$ cat src/pwr_pkg.sv
// shared constants, types and decode functions for the core power mode control
package pwr_pkg;
	// widths of the mode request and hint buses
	localparam int HINT_W = 21;
	localparam int PST_W = 5;
	localparam int MODE_N = 8;
	// requested-state low-nibble codes
	localparam logic [3:0] PST_WARM = 4'h9;
	localparam logic [3:0] PST_ON = 4'h8;
	localparam logic [3:0] PST_FULL = 4'h5;
	localparam logic [3:0] PST_MEM = 4'h2;
	localparam logic [3:0] PST_OFF = 4'h0;
	localparam int PST_CACHE_BIT = 4;
	// hint bit positions
	localparam int HINT_ON_BIT = 8;
	localparam int HINT_FULL_BIT = 5;
	localparam int HINT_MEM_BIT = 2;
	localparam int HINT_CACHE_BIT = 16;
	// cycles after reset release before the initial state is taken
	localparam logic [2:0] INIT_CYCLES = 3'h3;
	// ram low-power select value meaning all cache rams powered off
	localparam logic [1:0] RLP_ALL_OFF = 2'h3;
	// q-channel slots
	localparam int QC_CORE_CLK = 0;
	localparam int QC_DBG_PWR = 1;
	localparam int QC_DBG_CLK = 2;
	localparam int QC_N = 3;
	// power and operating modes
	typedef enum logic [2:0]
	{
		M_OFF = 3'h0,
		M_MEMRET_NC = 3'h1,
		M_MEMRET_C = 3'h2,
		M_FULLRET_NC = 3'h3,
		M_FULLRET_C = 3'h4,
		M_ON_NC = 3'h5,
		M_ON_C = 3'h6,
		M_WARM = 3'h7
	} mode_t;
	// state of one power domain
	typedef enum logic [1:0]
	{
		DOM_OFF = 2'h0,
		DOM_RET = 2'h1,
		DOM_ON = 2'h2
	} dom_t;
	// permitted-target mask per source mode, row 7 in the top byte
	localparam logic [63:0] GRAPH_DEFAULT = 64'h60B5_CB40_2040_6066;

	// requested-state decode: {valid, mode}
	function automatic logic [3:0] decode_pstate(input logic [PST_W-1:0] ps);
		logic c;
		c = ps[PST_CACHE_BIT];
		case (ps[3:0])
			PST_WARM: decode_pstate = {1'b1, M_WARM};
			PST_ON: decode_pstate = {1'b1, c ? M_ON_C : M_ON_NC};
			PST_FULL: decode_pstate = {1'b1, c ? M_FULLRET_C : M_FULLRET_NC};
			PST_MEM: decode_pstate = {1'b1, c ? M_MEMRET_C : M_MEMRET_NC};
			PST_OFF: decode_pstate = {1'b1, M_OFF};
			default: decode_pstate = {1'b0, M_OFF};
		endcase
	endfunction

	// true for the with-cache variants
	function automatic logic has_cache(input mode_t m);
		has_cache = (m == M_ON_C) || (m == M_FULLRET_C) || (m == M_MEMRET_C);
	endfunction

	// true for either full-on mode
	function automatic logic is_on(input mode_t m);
		is_on = (m == M_ON_C) || (m == M_ON_NC);
	endfunction

	// one-hot mode bit plus cache bit, zero for off, warm and no-cache memory retention
	function automatic logic [HINT_W-1:0] mode_hint(input mode_t m);
		logic [HINT_W-1:0] h;
		h = '0;
		case (m)
			M_ON_C, M_ON_NC: h[HINT_ON_BIT] = 1'b1;
			M_FULLRET_C, M_FULLRET_NC: h[HINT_FULL_BIT] = 1'b1;
			M_MEMRET_C: h[HINT_MEM_BIT] = 1'b1;
			default: h = '0;
		endcase
		h[HINT_CACHE_BIT] = has_cache(m);
		mode_hint = h;
	endfunction
endpackage
$ cat src/core_power_mode_control.sv
// core power mode control: mode handshake, active hint, domain control, q-channels
// Notes on behaviour
// - domains are on, retention or off
// - debug domain only on or off
// - cache rams retained only in cache retention modes
// - on but clock stopped counts as low power
// - deny requests between unconnected modes
// - hint presents each intermediate cache step
// - memory retention without cache never hinted
// - off to memory retention ok, never back
// - no auto invalidate from or via memory retention
// - request for the current mode always accepted
// - no-cache modes clear active bits, select all off
// - cache power-up from on flips only bit 16
// - secondary machine routes cache changes through on
// - drive clocks, resets and minimum mode hint
// - separate q-channels for debug power and clocks
// - full retention keeps all logic state
// - cache memory retention powers logic off
// - wakeup unit domain may stay powered
// - requested-state encoding with cache bit four
// - hint bits 8, 5, 2 and 16 only
// - undefined requested state is denied
// - cold reset off, initial state sampled early
`timescale 1ns/1ps
module core_power_mode_control
	import pwr_pkg::*;
(
	input wire logic clk_sys, // core clock, 40 MHz
	input wire logic rst, // synchronous reset, active high
	input wire logic core_mode_request, // p-channel request
	input wire logic [PST_W-1:0] core_requested_state, // p-channel requested state
	output logic core_mode_accept, // p-channel accept
	output logic core_mode_deny, // p-channel deny
	output logic [HINT_W-1:0] core_mode_active_hint, // minimum required mode
	input wire logic [1:0] need_core_state, // core domain state wanted by low-power logic
	input wire logic sw_icache_active, // software instruction cache active bit
	input wire logic sw_dcache_active, // software data cache active bit
	input wire logic [1:0] sw_ram_lp_select, // software ram low-power select
	input wire logic auto_invalidate_disable, // suppress automatic cache invalidation
	input wire logic cfg_we, // graph table write strobe
	input wire logic [2:0] cfg_addr, // graph table source row
	input wire logic [MODE_N-1:0] cfg_row, // graph table target mask
	input wire logic clk_idle, // core may have its clock gated
	input wire logic debug_busy, // debug logic needs power and clock
	input wire logic wakeup_armed, // wakeup unit must watch for events
	input wire logic core_clk_qreq_n, // core clock q-channel request
	output logic core_clk_qaccept_n, // core clock q-channel accept
	output logic core_clk_qdeny, // core clock q-channel deny
	output logic core_clk_qactive, // core clock q-channel active
	input wire logic debug_pwr_qreq_n, // debug power q-channel request
	output logic debug_pwr_qaccept_n, // debug power q-channel accept
	output logic debug_pwr_qdeny, // debug power q-channel deny
	output logic debug_pwr_qactive, // debug power q-channel active
	input wire logic debug_clk_qreq_n, // debug clock q-channel request
	output logic debug_clk_qaccept_n, // debug clock q-channel accept
	output logic debug_clk_qdeny, // debug clock q-channel deny
	output logic debug_clk_qactive, // debug clock q-channel active
	output logic [1:0] core_logic_domain, // core logic domain state
	output logic [1:0] cache_ram_domain, // cache ram domain state
	output logic debug_domain, // debug domain powered
	output logic wakeup_domain_on, // wakeup unit domain powered
	output logic core_reset_hold, // core logic held in reset
	output logic cache_reset_hold, // cache rams held in reset
	output logic core_clock_run, // core clock enabled
	output logic core_low_power, // core in a low-power state
	output logic icache_active_bit, // effective instruction cache active
	output logic dcache_active_bit, // effective data cache active
	output logic [1:0] ram_low_power_select, // effective ram low-power select
	output logic auto_invalidate_start, // one-cycle cache invalidation start
	output logic [2:0] current_mode // present power and operating mode
);
	// p-channel handshake states, gray along init-idle-look-decide-hold
	typedef enum logic [2:0]
	{
		PC_INIT = 3'h0,
		PC_IDLE = 3'h1,
		PC_LOOK = 3'h3,
		PC_DECIDE = 3'h2,
		PC_HOLD = 3'h6
	} pc_t;
	// secondary hint sequencer states
	typedef enum logic [1:0]
	{
		SEQ_DIRECT = 2'h0,
		SEQ_TO_ON = 2'h1,
		SEQ_FLIP = 2'h3
	} seq_t;

	pc_t pc; // handshake state
	seq_t seq; // hint sequencer state
	mode_t cur; // applied mode
	logic [2:0] init_cnt; // cycles since reset release
	logic req_s; // settled request
	logic [PST_W-1:0] pst_s; // settled requested state
	logic [QC_N-1:0] qreq_n_s; // settled q-channel requests
	logic [QC_N-1:0] qacc_n; // q-channel accepts
	logic [QC_N-1:0] qdeny; // q-channel denies
	logic [QC_N-1:0] qallow; // quiescence may be granted
	logic [MODE_N-1:0] graph_row; // permitted targets from cur
	logic [3:0] tgt_dec; // decoded request
	logic tgt_ok; // request encoding valid
	mode_t tgt; // requested mode
	logic link_ok; // move is on the graph
	logic cache_need; // software wants the caches
	mode_t want; // minimum mode from core state
	logic flip; // cache domain must change
	mode_t pick; // mode shown on the hint

	// p-channel inputs cross in from the controller's clock
	pin_sync #(.W(PST_W + 1), .RST_VAL('0)) u_psync
	(
		.clk_sys(clk_sys),
		.rst(rst),
		.d({core_mode_request, core_requested_state}),
		.q({req_s, pst_s})
	);

	// q-channel requests idle high, so they reset high
	pin_sync #(.W(QC_N), .RST_VAL('1)) u_qsync
	(
		.clk_sys(clk_sys),
		.rst(rst),
		.d({debug_clk_qreq_n, debug_pwr_qreq_n, core_clk_qreq_n}),
		.q(qreq_n_s)
	);

	mode_graph_table u_graph
	(
		.clk_sys(clk_sys),
		.rst(rst),
		.cfg_we(cfg_we),
		.cfg_addr(cfg_addr),
		.cfg_row(cfg_row),
		.rd_addr(cur),
		.rd_row(graph_row)
	);

	// request decode and graph check
	always_comb
	begin
		tgt_dec = decode_pstate(pst_s);
		tgt_ok = tgt_dec[3];
		tgt = mode_t'(tgt_dec[2:0]);
		// memory retention may never drop straight to off
		link_ok = (tgt == cur) ||
			(graph_row[tgt] && !((cur == M_MEMRET_C || cur == M_MEMRET_NC) && tgt == M_OFF));
	end

	// p-channel handshake, mode applied on accept
	always_ff @(posedge clk_sys)
	begin
		if (rst)
		begin
			pc <= PC_INIT;
			init_cnt <= '0;
			cur <= M_OFF;
			core_mode_accept <= 1'b0;
			core_mode_deny <= 1'b0;
		end
		else
		begin
			case (pc)
				PC_INIT:
				begin
					init_cnt <= init_cnt + 3'h1;
					// take off, memory retention or on as initial mode
					if (init_cnt == INIT_CYCLES)
					begin
						if (tgt_ok && (tgt == M_OFF || tgt == M_MEMRET_C || tgt == M_MEMRET_NC ||
							is_on(tgt)))
						begin
							cur <= tgt;
						end
						pc <= PC_IDLE;
					end
				end
				PC_IDLE:
				begin
					// graph row for cur is refreshed during look
					if (req_s)
					begin
						pc <= PC_LOOK;
					end
				end
				PC_LOOK:
				begin
					pc <= PC_DECIDE;
				end
				PC_DECIDE:
				begin
					if (tgt_ok && link_ok)
					begin
						core_mode_accept <= 1'b1;
						cur <= tgt;
					end
					else
					begin
						core_mode_deny <= 1'b1;
					end
					pc <= PC_HOLD;
				end
				PC_HOLD:
				begin
					// answer stands until the request is withdrawn
					if (!req_s)
					begin
						core_mode_accept <= 1'b0;
						core_mode_deny <= 1'b0;
						pc <= PC_IDLE;
					end
				end
				default: pc <= PC_IDLE;
			endcase
		end
	end

	// invalidate only on a cold cache power-up, never via memory retention
	always_ff @(posedge clk_sys)
	begin
		if (rst)
		begin
			auto_invalidate_start <= 1'b0;
		end
		else
		begin
			auto_invalidate_start <= (pc == PC_DECIDE) && tgt_ok && link_ok &&
				(tgt == M_ON_C) && !auto_invalidate_disable &&
				(cur == M_OFF || cur == M_ON_NC || cur == M_WARM);
		end
	end

	// minimum mode from core needs and cache requests
	always_comb
	begin
		cache_need = sw_icache_active || sw_dcache_active;
		case (need_core_state)
			DOM_ON: want = cache_need ? M_ON_C : M_ON_NC;
			DOM_RET: want = cache_need ? M_FULLRET_C : M_FULLRET_NC;
			// off replaces memory retention without cache
			default: want = cache_need ? M_MEMRET_C : M_OFF;
		endcase
		flip = (has_cache(want) != has_cache(cur)) && want != M_OFF && cur != M_OFF &&
			cur != M_WARM;
		// cache changes are shown through a full-on mode
		case (seq)
			SEQ_TO_ON: pick = has_cache(cur) ? M_ON_C : M_ON_NC;
			// flip only the cache bit while on
			SEQ_FLIP: pick = has_cache(want) ? M_ON_C : M_ON_NC;
			// stepping starts in the first cycle, so the bare target never leaks out
			default: pick = !flip ? want : is_on(cur) ? (has_cache(want) ? M_ON_C : M_ON_NC) :
				(has_cache(cur) ? M_ON_C : M_ON_NC);
		endcase
	end

	// secondary sequencer steps the hint through each stage
	always_ff @(posedge clk_sys)
	begin
		if (rst)
		begin
			seq <= SEQ_DIRECT;
		end
		else
		begin
			case (seq)
				SEQ_DIRECT:
				begin
					if (flip)
					begin
						seq <= is_on(cur) ? SEQ_FLIP : SEQ_TO_ON;
					end
				end
				SEQ_TO_ON:
				begin
					if (!flip)
					begin
						seq <= SEQ_DIRECT;
					end
					else if (is_on(cur))
					begin
						seq <= SEQ_FLIP;
					end
				end
				SEQ_FLIP:
				begin
					if (!flip)
					begin
						seq <= SEQ_DIRECT;
					end
				end
				default: seq <= SEQ_DIRECT;
			endcase
		end
	end

	// hint register, held at off until the initial mode is taken
	always_ff @(posedge clk_sys)
	begin
		if (rst)
		begin
			core_mode_active_hint <= '0;
		end
		else
		begin
			// one-hot mode bit plus cache bit
			core_mode_active_hint <= (pc == PC_INIT) ? '0 : mode_hint(pick);
		end
	end

	// permission to quiesce each q-channel
	always_comb
	begin
		qallow[QC_CORE_CLK] = clk_idle;
		qallow[QC_DBG_PWR] = !debug_busy;
		qallow[QC_DBG_CLK] = !debug_busy;
	end

	// q-channel responders for core clock, debug power and debug clock
	always_ff @(posedge clk_sys)
	begin
		if (rst)
		begin
			qacc_n <= '1;
			qdeny <= '0;
		end
		else
		begin
			for (int i = 0; i < QC_N; i++)
			begin
				if (qreq_n_s[i])
				begin
					// release ends both accept and deny
					qacc_n[i] <= 1'b1;
					qdeny[i] <= 1'b0;
				end
				else if (qacc_n[i] && !qdeny[i])
				begin
					if (qallow[i])
					begin
						qacc_n[i] <= 1'b0;
					end
					else
					begin
						qdeny[i] <= 1'b1;
					end
				end
			end
		end
	end

	// q-channel outputs
	always_ff @(posedge clk_sys)
	begin
		if (rst)
		begin
			core_clk_qaccept_n <= 1'b1;
			core_clk_qdeny <= 1'b0;
			core_clk_qactive <= 1'b0;
			debug_pwr_qaccept_n <= 1'b1;
			debug_pwr_qdeny <= 1'b0;
			debug_pwr_qactive <= 1'b0;
			debug_clk_qaccept_n <= 1'b1;
			debug_clk_qdeny <= 1'b0;
			debug_clk_qactive <= 1'b0;
		end
		else
		begin
			core_clk_qaccept_n <= qacc_n[QC_CORE_CLK];
			core_clk_qdeny <= qdeny[QC_CORE_CLK];
			core_clk_qactive <= !clk_idle;
			debug_pwr_qaccept_n <= qacc_n[QC_DBG_PWR];
			debug_pwr_qdeny <= qdeny[QC_DBG_PWR];
			debug_pwr_qactive <= debug_busy;
			debug_clk_qaccept_n <= qacc_n[QC_DBG_CLK];
			debug_clk_qdeny <= qdeny[QC_DBG_CLK];
			debug_clk_qactive <= debug_busy;
		end
	end

	// domain states, resets and clocks follow the applied mode
	always_ff @(posedge clk_sys)
	begin
		if (rst)
		begin
			core_logic_domain <= DOM_OFF;
			cache_ram_domain <= DOM_OFF;
			core_reset_hold <= 1'b1;
			cache_reset_hold <= 1'b1;
			core_clock_run <= 1'b0;
			core_low_power <= 1'b1;
			debug_domain <= 1'b1;
			wakeup_domain_on <= 1'b1;
			current_mode <= M_OFF;
		end
		else
		begin
			// core on, retained or off; warm reset holds it off
			// cache memory retention powers logic down
			core_logic_domain <= is_on(cur) ? DOM_ON :
				(cur == M_FULLRET_C || cur == M_FULLRET_NC) ? DOM_RET : DOM_OFF;
			// cache retention only in the two cache retention modes
			cache_ram_domain <= (cur == M_ON_C) ? DOM_ON :
				(cur == M_FULLRET_C || cur == M_MEMRET_C) ? DOM_RET : DOM_OFF;
			core_reset_hold <= !is_on(cur) && cur != M_FULLRET_C && cur != M_FULLRET_NC;
			cache_reset_hold <= !has_cache(cur);
			core_clock_run <= is_on(cur) && qacc_n[QC_CORE_CLK];
			// powered but clock stopped is low power
			core_low_power <= !is_on(cur) || !qacc_n[QC_CORE_CLK];
			// debug domain is on or off only, set by its own channel
			debug_domain <= qacc_n[QC_DBG_PWR];
			// wakeup domain survives core power-down while armed
			wakeup_domain_on <= wakeup_armed || is_on(cur);
			current_mode <= cur;
		end
	end

	// no-cache modes show caches inactive and rams selected off
	always_ff @(posedge clk_sys)
	begin
		if (rst)
		begin
			icache_active_bit <= 1'b0;
			dcache_active_bit <= 1'b0;
			ram_low_power_select <= RLP_ALL_OFF;
		end
		else
		begin
			icache_active_bit <= has_cache(cur) && sw_icache_active;
			dcache_active_bit <= has_cache(cur) && sw_dcache_active;
			ram_low_power_select <= has_cache(cur) ? sw_ram_lp_select : RLP_ALL_OFF;
		end
	end

	property p_bad_deny;
		@(posedge clk_sys) disable iff (rst)
		(pc == PC_DECIDE && !tgt_ok) |=> core_mode_deny && !core_mode_accept;
	endproperty
	a_bad_deny: assert property (p_bad_deny) else $error("bad state not denied");

	property p_self_accept;
		@(posedge clk_sys) disable iff (rst)
		(pc == PC_DECIDE && tgt_ok && tgt == cur) |=> core_mode_accept && cur == $past(cur);
	endproperty
	a_self_accept: assert property (p_self_accept) else $error("self move refused");

	property p_unlinked_deny;
		@(posedge clk_sys) disable iff (rst)
		(pc == PC_DECIDE && tgt_ok && tgt != cur && !graph_row[tgt]) |=> core_mode_deny;
	endproperty
	a_unlinked_deny: assert property (p_unlinked_deny) else $error("unlinked move taken");

	property p_mem_off;
		@(posedge clk_sys) disable iff (rst)
		(pc == PC_DECIDE && cur == M_MEMRET_C && tgt == M_OFF) |=> core_mode_deny ##0 cur == M_MEMRET_C;
	endproperty
	a_mem_off: assert property (p_mem_off) else $error("memory retention dropped to off");

	property p_no_memret_nc;
		@(posedge clk_sys) disable iff (rst)
		core_mode_active_hint[HINT_MEM_BIT] |-> core_mode_active_hint[HINT_CACHE_BIT];
	endproperty
	a_no_memret_nc: assert property (p_no_memret_nc) else $error("memret no-cache hinted");

	property p_hint_unused;
		@(posedge clk_sys) disable iff (rst)
		(core_mode_active_hint & ~mode_hint(M_ON_C) & ~mode_hint(M_FULLRET_C) &
			~mode_hint(M_MEMRET_C)) == '0;
	endproperty
	a_hint_unused: assert property (p_hint_unused) else $error("unused hint bit set");

	property p_no_inval;
		@(posedge clk_sys) disable iff (rst)
		(pc == PC_DECIDE && (cur == M_MEMRET_C || cur == M_MEMRET_NC)) |=> !auto_invalidate_start [*2];
	endproperty
	a_no_inval: assert property (p_no_inval) else $error("invalidate after retention");

	property p_nocache_bits;
		@(posedge clk_sys) disable iff (rst)
		!has_cache(cur) |=> ram_low_power_select == RLP_ALL_OFF && !icache_active_bit &&
			!dcache_active_bit;
	endproperty
	a_nocache_bits: assert property (p_nocache_bits) else $error("no-cache bits wrong");

	property p_route_on;
		@(posedge clk_sys) disable iff (rst)
		(seq == SEQ_TO_ON && pc != PC_INIT) |=> core_mode_active_hint[HINT_ON_BIT];
	endproperty
	a_route_on: assert property (p_route_on) else $error("cache change not via on");

	property p_answer_holds;
		@(posedge clk_sys) disable iff (rst)
		(core_mode_accept && req_s) |=> core_mode_accept;
	endproperty
	a_answer_holds: assert property (p_answer_holds) else $error("accept dropped early");
endmodule

$ cat src/mode_graph_table.sv
// permitted transition table, one row of target bits per source mode
`timescale 1ns/1ps
module mode_graph_table
	import pwr_pkg::*;
(
	input wire logic clk_sys, // system clock
	input wire logic rst, // synchronous reset, active high
	input wire logic cfg_we, // write strobe for one row
	input wire logic [2:0] cfg_addr, // source mode of the row written
	input wire logic [MODE_N-1:0] cfg_row, // new target mask
	input wire logic [2:0] rd_addr, // source mode to look up
	output logic [MODE_N-1:0] rd_row // registered target mask
);
	logic [MODE_N-1:0] rows [MODE_N]; // the graph itself

	// rows reload the built-in graph at reset, then take configuration writes
	always_ff @(posedge clk_sys)
	begin
		if (rst)
		begin
			for (int i = 0; i < MODE_N; i++)
			begin
				rows[i] <= GRAPH_DEFAULT[i*MODE_N +: MODE_N];
			end
		end
		else if (cfg_we)
		begin
			rows[cfg_addr] <= cfg_row;
		end
	end

	// read port is registered so the lookup costs one cycle
	always_ff @(posedge clk_sys)
	begin
		if (rst)
		begin
			rd_row <= '0;
		end
		else
		begin
			rd_row <= rows[rd_addr];
		end
	end
endmodule

$ cat src/pin_sync.sv
// three-stage synchroniser that releases a value once the last two stages agree
`timescale 1ns/1ps
module pin_sync
	import pwr_pkg::*;
#(
	parameter int W = 1,
	parameter logic [W-1:0] RST_VAL = '0
)
(
	input wire logic clk_sys, // system clock
	input wire logic rst, // synchronous reset, active high
	input wire logic [W-1:0] d, // asynchronous inputs
	output logic [W-1:0] q // settled copy
);
	logic [W-1:0] s1; // first stage, read only by s2
	logic [W-1:0] s2; // second stage
	logic [W-1:0] s3; // third stage

	// shift chain runs through reset, so a pin held steady is settled at release
	always_ff @(posedge clk_sys)
	begin
		s1 <= d;
		s2 <= s1;
		s3 <= s2;
	end

	// a bus is taken only when stages two and three match
	always_ff @(posedge clk_sys)
	begin
		if (rst)
		begin
			q <= RST_VAL;
		end
		else if (s2 == s3)
		begin
			q <= s3;
		end
	end
endmodule

$ cat config.mk
export PLATFORM = sky130hd
export DESIGN_NAME = core_power_mode_control
export DESIGN_NICKNAME = d
export VERILOG_FILES = /design/src/pwr_pkg.sv /design/src/core_power_mode_control.sv /design/src/mode_graph_table.sv /design/src/pin_sync.sv
export SDC_FILE = /design/constraint.sdc
export NUM_CORES = 1
export LEC_CHECK = 0
export BUFFER_PORTS_ARGS = -buffer_cell sky130_fd_sc_hd__buf_2
export CORE_MARGIN = 5
export CORE_UTILIZATION = 62
export DETAILED_ROUTE_END_ITERATION = 8
export GPL_ROUTABILITY_DRIVEN = 0
export PLACE_DENSITY = 0.81
export SYNTH_ARGS = -nofsm -noshare
export SYNTH_HDL_FRONTEND = slang
export SYNTH_SLANG_ARGS = --single-unit
export TNS_END_PERCENT = 30
$ cat constraint.sdc
create_clock -name clk_sys -period 5.65 [get_ports clk_sys]
set_input_delay 1.13 -clock clk_sys [delete_from_list [all_inputs] [get_ports clk_sys]]
set_output_delay 1.13 -clock clk_sys [all_outputs]
set_load 0.01 [all_outputs]
# Yosys cells after proc, flatten, opt, wreduce, memory -nomap -nowiden
# Memory sizes are Yosys's and may differ from the RTL's. A register that Yosys moved wholly into a read port is not among the register bits.
# Index checks and enable logic that the tools add are counted.
# totals
ff_bits,101
ram_bits,64
inputBits,33
out_inout_bits,50
word_cells,226
mem_count,1
# memory_table
name,depth,width,rd,rd_clocked_by_memory_dff,wr,line_no,source
u_graph.rows,8,8,1,1,8,mode_graph_table.sv:14,logic [MODE_N-1:0] rows [MODE_N];
# op_classes
addsub,1
order_cmp,1
eq_ne,48
n_mux,49
bitwise_logic,3
reduce_logical,79
# op_table
op,count
== test 3 bit (second input constant),12
two-way mux 3 bit,10
two-way mux 2 bit,14
== test 3 x 2 -> 1 bit (second input constant),9
logical AND 1 bit,20
logical OR 1 bit,20
case mux 4 bit (5 select lines),1
case mux 3 bit (2 select lines),3
OR reduction 2 bit,9
two-way mux 1 bit,15
case mux 3 bit (5 select lines),1
inequality test 2 bit (second input constant),7
AND reduction 2 bit,6
AND reduction 3 bit,4
== test 3 x 1 -> 1 bit (second input constant),3
logical NOT 1 bit,9
logical NOT 3 bit,3
inequality test 3 bit (second input constant),3
== test 4 bit (second input constant),2
two-way mux 8 bit,1
OR reduction 8 bit,1
== test 3 bit,2
== test 6 bit,1
case mux 2 bit (3 select lines),1
other kinds (17),24

# Depth between registers and ports, before layout
# Gate-level depths: netlist of run 1.
# depth
word_depth,15
ltp_mapped,8
depth_no_buf,8

# By module
# Synthesis of run 1 repeated with hierarchy kept, for this count alone.
# unflattened
hier_cells,537
hier_area_um2,6495.0
# by_module_without_submodules
module,instances,cells_per_inst,area_each_um2,seq_area_each_um2
mode_graph_table,1,197,3158.0,2082.0
core_power_mode_control,1,263,2301.0,960.9
pin_sync (u_psync),1,51,698.2,480.5
pin_sync (u_qsync),1,26,337.8,240.2

# Worst setup path before layout of run 1
# Ideal clock, no wire load.
# synth_timing
path_kind,in2reg
start,input port need_core_state[0]
end,register core_mode_active_hint[5]
t_arrival_ps,2653
path_slack_ps,2911
stages,7
n_path_buf,0
path_cell_list,inv_1 ha_1 nor3_1 a21oi_1 a221o_1 or3b_1 a221oi_2
# synth_via
elab_chain_cells,14
elab_cells_between_ends,21
classes_between,eq/ne: 8; mux: 6; reduce/logical: 7
# synth_lines
element,line_no,source
start: declaration,core_power_mode_control.sv:36,"input wire logic [1:0] need_core_state,"
== test 2 x 1 -> 1 bit or == test 2 bit (tied branches),core_power_mode_control.sv:237,case (need_core_state)
case mux 3 bit (2 select lines) (*),core_power_mode_control.sv:237,
== test 3 bit,pwr_pkg.sv:66,has_cache = (m == M_ON_C) || (m == M_FULLRET_C) || (m == M_MEMRET_C);
logical OR 1 bit (2 in series),pwr_pkg.sv:66,
inequality test 1 bit,core_power_mode_control.sv:243,flip = (has_cache(want) != has_cache(cur)) && want != M_OFF && cur != M_OFF &&
logical AND 1 bit (3 in series),core_power_mode_control.sv:243,
two-way mux 3 bit,core_power_mode_control.sv:251,default: pick = !flip ? want : is_on(cur) ? (has_cache(want) ? M_ON_C : M_ON_NC) :
case mux 3 bit (2 select lines) (*),core_power_mode_control.sv:246,case (seq)
== test 3 bit or == test 3 x 2 -> 1 bit (tied branches),pwr_pkg.sv:78,case (m)
OR reduction 2 bit (*),pwr_pkg.sv:78,
two-way mux 1 bit (*),pwr_pkg.sv:78,
end signal: assignment,core_power_mode_control.sv:306,core_mode_active_hint <= (pc == PC_INIT) ? '0 : mode_hint(pick);
end: declaration,core_power_mode_control.sv:35,"output logic [HINT_W-1:0] core_mode_active_hint,"
# Mark *: on every way between the ends. The rest lies on a longest branch, timed or not.
# A chain may end at the register's enable or synchronous reset.

==> impl_metrics.tcl, run 1 <==
set metrics [dict create \
    core_area_um2 10180 \
    worstSetupEndpoint "u_graph.rows[0][2]" \
    reg2reg_to "core_mode_active_hint[5]" \
    dr_total_vias 4112 \
    fillCellCount 692 \
    peakVddDrop_uv 186.1 \
    grt_overflow 0 \
    maxSlewViolCount 0 \
    synth_top_area_share_pct 29.96 \
    synth.most_common_cell "dfxtp_1" \
    dp_slack_ns 2.142 \
    r2r-start "cur[2]" \
    antenna_found_initial 0 \
    setup_tns_ns 0 \
    clockRootBuffer "clkbuf_8" \
    dr.pass1.iters 5 \
    ff2ff_path_depth 6 \
    crit_chain "buf_2 -> buf_4 -> or3b_2 -> nor3_1 -> or2_2" \
    yosysTopAreaCell "edfxtp_1" \
    r2r_setup_slack_ns 3.01 \
    cts_tree "built" \
    place_area_um2 6725 \
    ys_ff_latch 156 \
    layout_min_cycle_time_ns 2.971 \
    io_pins 83 \
    seq_area_frac_synth_pct 58.68 \
    max_slew_margin_pct 32.74 \
    diodes 0 \
    drt_iter0_drc 208 \
    p_sw_share_pct 20.88 \
    hold_viol 0 \
    yosysUniqueCellTypes 57 \
    min_path_type "reg -> reg" \
    setup_viol 0 \
    clkPwrFrac_pct 44.5 \
    fin_ws_ns 2.679 \
    worstSkewPairLatency_ns 0.52 \
    cap_violations 0 \
    synth_edf_count 64 \
    numCtsBuffers 17 \
    numClockSinks 156 \
    syn-cell-area_um2 6414 \
    synthArstFlopShare_pct 0 \
    grt_start_max_net_pins 67 \
    routedWlPerCell_um 16.61 \
    timing.final.crit_share_pct 52.58 \
    p_total_uw 2508 \
    path_class "in -> reg" \
    postSynthAreaPerCell_um2 11.90 \
    p_seq_share_pct 50.0 \
    p_int_uw 1984 \
    cts_max_level 4 \
    cts_buffer_depth 2 \
    grt_pass1_wl_mm 19.84 \
    cts.reportedPaths.clkPinSlew_ns 0.06 \
    drcViolationCount 0 \
    grt_pass1_vias 3949 \
    nets 634 \
    ys.flop_type "dfxtp_1" \
    rsz0062_at_grt "false" \
    fin_area_um2 7325 \
    combinationalPowerShare_pct 5.5 \
    start_util_pct 62.97 \
    hpwl_mm 8.302 \
    endpoint_kind "register" \
    synth_cells 539 \
    crit_required_ns 5.86 \
    crit_start "rst" \
    grt_util_all_layers_pct 20.46 \
    wirelength_mm 12.39 \
    ys_top_cells_by_count "dfxtp_1, edfxtp_1, nor2_1, and2_1, a21oi_1" \
    leakage_uw 0.002850 \
    yosys-top-cells-area "edfxtp_1, dfxtp_1, mux4_2" \
    regArea_um2 3764 \
    clock_skew_ns 0.006018 \
    critical_path.max_fanout 66 \
    rows 37 \
    viasPerCell 5.512 \
    ant_nets 0 \
    numPortBuffers 65 \
    die_w_um 111.7 \
    die_area_um2 12480 \
    powerDensity_nw_per_um2 342.4 \
    multi_input_area_um2 2395 \
    crit_slowest_cell "nor3_1" \
    synth_warnings 0 \
    status "finished clean" \
    fmax_mhz 336.6 \
    cts_setup_buffers 0 \
    ctsHoldBuffers 0 \
    p_switching_uw 523.6 \
    start_kind "primary input" \
    die_h_um 111.7 \
    cts_resized 0 \
    slowest_delay_ns 0.66 \
    drive_above_1_share_pct 22.30 \
    critical_path_arrival_ns 3.18 \
    tightest_slew_ns 1.008 \
    fin_hold_ws_ns 0.3225 \
    area_growth_pct 14.20 \
]
[worst max-delay path: cells and delay by family]
kind,cells,cell delay (ns)
AND/OR/NAND/NOR,3,1.65
buffers and inverters,2,0.40
[cell usage in the layout (no fill, tap or decap), drive strengths merged, types with 12 or more instances in the layout]
| master | instances |
|---|---|
| dfxtp | 92 |
| buf | 68 |
| edfxtp | 64 |
| nor2 | 52 |
| and2 | 45 |
| clkbuf | 24 |
| a21oi | 23 |
| nor3 | 20 |
| or3 | 20 |
| mux2i | 18 |
| conb | 17 |
| mux4 | 16 |
| inv | 14 |
| or2 | 13 |
| nand2 | 12 |
[power by group through the flow]
stage	clock network, µW	logic [µW]	registers, µW
floorplan	0	105	1270
global placement	0	131	1280
detailed placement	0	137	1280
CTS	1130	138	1260
global route	1180	153	1260
finish	1120	137	1260
[state kept, by name, summed over array words and instances, names as in the netlist, 4 cells and up]
signal,count
u_graph.rd_row,8
u_psync.s3,6
u_psync.s2,6
u_psync.q,6
core_mode_active_hint,4
u_psync.s1,6
u_graph.rows,64
[cell families after synthesis]
family                   after synthesis  synth area share [%]
AND/OR/NAND/NOR                      208                 18.06
flip-flops                           156                 58.68
AO/OA/AOI/OAI                         60                 6.535
buffers and inverters                 58                 4.916
multiplexers                          36                 8.779
XOR/XNOR                              16                 2.185
adder cells (fa/ha/maj)                4                0.7804
other                                  1               0.05847
[stage by stage]
step / util (%) / std cells
2_1_floorplan: - / 555
3_3_place_gp: 66.03 / 714
3_5_place_dp: 66.03 / 714
4_1_cts: 71.92 / 746
5_1_grt: 71.92 / 746
6_report: 71.92 / 746
[layout make-up]
class,count,share of cell area (%)
sequential,156,51.38
timing repair buffer,68,4.749
tap,136,2.323
multi-input combinational,341,32.70
inverter,13,0.6662
clock inverter,8,1.418
clock buffer,24,6.765
[routing by layer]
metal  up-vias  GRT usage, %  wire length [µm]
li1       1992             -                 -
met1      1975         24.25              4975
met3        15         4.620               715
met5         -             0                 0
met2       130         36.33              6544
met4         0         7.543               157
[worst min-delay path by stage]
stage	startpoint	endpoint	slack, ns	cells after the start
global placement	u_psync.s1[2]	u_psync.s2[2]	0.31	0
global route	u_psync.s1[1]	u_psync.s2[1]	0.33	0
CTS	u_psync.s1[1]	u_psync.s2[1]	0.33	0
finish	u_psync.s1[1]	u_psync.s2[1]	0.32	0
detailed placement	u_psync.s1[1]	u_psync.s2[1]	0.31	0
floorplan	u_psync.s1[0]	u_psync.s2[0]	0.31	0
(Power assumes the default switching activity.)
==> run 2: changes to the inputs <==
--- a/config.mk
+++ b/config.mk
@@ -7,10 +7,10 @@
 export LEC_CHECK = 0
 export BUFFER_PORTS_ARGS = -buffer_cell sky130_fd_sc_hd__buf_2
 export CORE_MARGIN = 5
-export CORE_UTILIZATION = 62
+export CORE_UTILIZATION = 57
 export DETAILED_ROUTE_END_ITERATION = 8
 export GPL_ROUTABILITY_DRIVEN = 0
-export PLACE_DENSITY = 0.81
+export PLACE_DENSITY = 0.75
 export SYNTH_ARGS = -nofsm -noshare
 export SYNTH_HDL_FRONTEND = slang
 export SYNTH_SLANG_ARGS = --single-unit
==> constraint.sdc (replaced) <==
create_clock -name clk_sys -period 2.75 [get_ports clk_sys]
set_input_delay 0.55 -clock clk_sys [delete_from_list [all_inputs] [get_ports clk_sys]]
set_output_delay 0.55 -clock clk_sys [all_outputs]
set_load 0.01 [all_outputs]
==> impl_metrics.tcl, run 2 (synthesized netlist as in run 1, its figures left out) <==
set metrics [dict create \
    largest_reg_flops 64 \
    ant_nets 0 \
    worstSkewPairLatency_ns 0.41 \
    crit_cells 6 \
    critPathBufInv 0 \
    final_common_cell "dfxtp_1" \
    cts_max_level 4 \
    viasPerCell 5.444 \
    dr_total_vias 4132 \
    timing.final.crit_share_pct 84.14 \
    drcViolationCount 0 \
    path_class "reg -> reg" \
    cts.reportedPaths.clkPinSlew_ns 0.06 \
    final_cell_count_no_fill 759 \
    slowest_delay_ns 0.60 \
    core_area_um2 10940 \
    tightest_slew_ns 0.6842 \
    clockRootBuffer "clkbuf_16" \
    cts_setup_buffers 0 \
    ctsHoldBuffers 0 \
    place_area_um2 6798 \
    fin_hold_ws_ns 0.2367 \
    diodes 0 \
    crit_slowest_cell "dfxtp_1" \
    die_area_um2 13470 \
    start_util_pct 58.65 \
    whs_path_depth 1 \
    numCtsBuffers 17 \
    p_total_uw 5053 \
    numClockSinks 156 \
    nets 643 \
    io_pins 83 \
    peakVddDrop_uv 526.4 \
    die_h_um 116.1 \
    grt_pass1_vias 4033 \
    r2r-start "u_psync.q[3]" \
    grt_util_all_layers_pct 18.99 \
    drive_above_1_share_pct 23.26 \
    leakage_uw 0.002881 \
    status "finished clean" \
    layout_common_cells "dfxtp_1, buf_2, edfxtp_1, nor2_1, and2_1" \
    top_register "u_graph.rows" \
    dp.cells 727 \
    critPathTopFamily "simple AND/OR/NAND/NOR gates" \
    setup_tns_ns 0 \
    critical_path_arrival_ns 2.61 \
    dr.pass1.iters 4 \
    rows 38 \
    setup_viol 0 \
    start_kind "register" \
    layout_min_cycle_time_ns 2.314 \
    crit_chain "or3b_1 -> or3_1 -> o2111ai_1 -> o211ai_2 -> a31oi_2 -> mux2_1" \
    maxSlewViolCount 0 \
    critical_path.max_fanout 15 \
    max_slew_margin_pct 54.04 \
    min_from "core_requested_state[2]" \
    cts_tree "built" \
    die_w_um 116.1 \
    ff2ff_path_depth 6 \
    numPortBuffers 65 \
    rsz0062_at_grt "false" \
    crit_required_ns 3.04 \
    crit_start "u_psync.q[3]" \
    clock_skew_ns 0.005881 \
    grt_pass1_wl_mm 19.52 \
    fmax_mhz 432.2 \
    hpwl_mm 8.213 \
    min_path_type "in -> reg" \
    routedWlPerCell_um 15.88 \
    antenna_found_initial 0 \
    grt_overflow 0 \
    wirelength_mm 12.05 \
    endpoint_kind "register" \
    cts_resized 0 \
    cts_buffer_depth 2 \
    powerDensity_nw_per_um2 686.6 \
    drt_iter0_drc 217 \
    fin_area_um2 7360 \
    area_growth_pct 14.75 \
    cap_violations 0 \
    hold_viol 0 \
    grt_start_max_net_pins 41 \
    top_regs "u_graph.rows (64), u_graph.rd_row (8)" \
]
-- run 2: cell types whose count changed in the layout (fill, tap and decap cells not counted), sizes merged --
cell / before / now
inv: 14 / 16
clkinv: 3 / 4
bufinv: 2 / 1
clkbuf: 24 / 22
buf: 68 / 77
-- run 2: through the flow --
step / setup slack, ns / util, %
final: 0.4362 / 67.30
after global routing: 0.2734 / 67.30
after CTS: 0.4485 / 67.30
after detailed placement: 0.3232 / 62.16
after global placement: 0.4325 / 62.16
after floorplan: 0.5908 / -
-- run 2: worst reg2reg max path: cells and delay by family (launching register included) --
| kind | cells | cell delay (ns) |
|---|---|---|
| and+or+nand+nor | 2 | 0.72 |
| AOI/OAI and AO/OA | 3 | 0.52 |
| DFF | 1 | 0.60 |
| muxes | 1 | 0.36 |
-- run 2: per-layer routing --
| layer | global-route usage, % | share of wire (%) | up-vias |
|---|---|---|---|
| li1 | - | - | 2005 |
| met1 | 23.22 | 42 | 1986 |
| met2 | 32.57 | 50 | 122 |
| met3 | 4.386 | 6.3 | 19 |
| met4 | 7.657 | 1.7 | 0 |
| met5 | 0 | 0 | - |
-- run 2: final cells by class --
| type | instances | area, µm² |
|---|---|---|
| Inverter | 13 | 48.80 |
| Fill cell | 788 | 3576 |
| Clock inverter | 10 | 86.33 |
| Tap cell | 140 | 175.2 |
| Multi-Input combinational cell | 341 | 2395 |
| Sequential cell | 156 | 3764 |
| Timing Repair Buffer | 77 | 415.4 |
| Clock buffer | 22 | 475.5 |
-- run 2: final timing paths --
path                                       to  slack [ns]
worst max-delay path                   cur[0]        0.44
worst min-delay path            u_psync.s1[2]        0.24
worst max register to register         cur[0]        0.44
worst min register to register  u_qsync.s2[1]        0.32
-- run 2: power breakdown --
part           internal (µW)  switching [µW]  leakage [µW]
clock                   1320             879      0.000276
sequential              2520            45.3       0.00138
combinational            125             165       0.00123
total                   3960            1090       0.00288
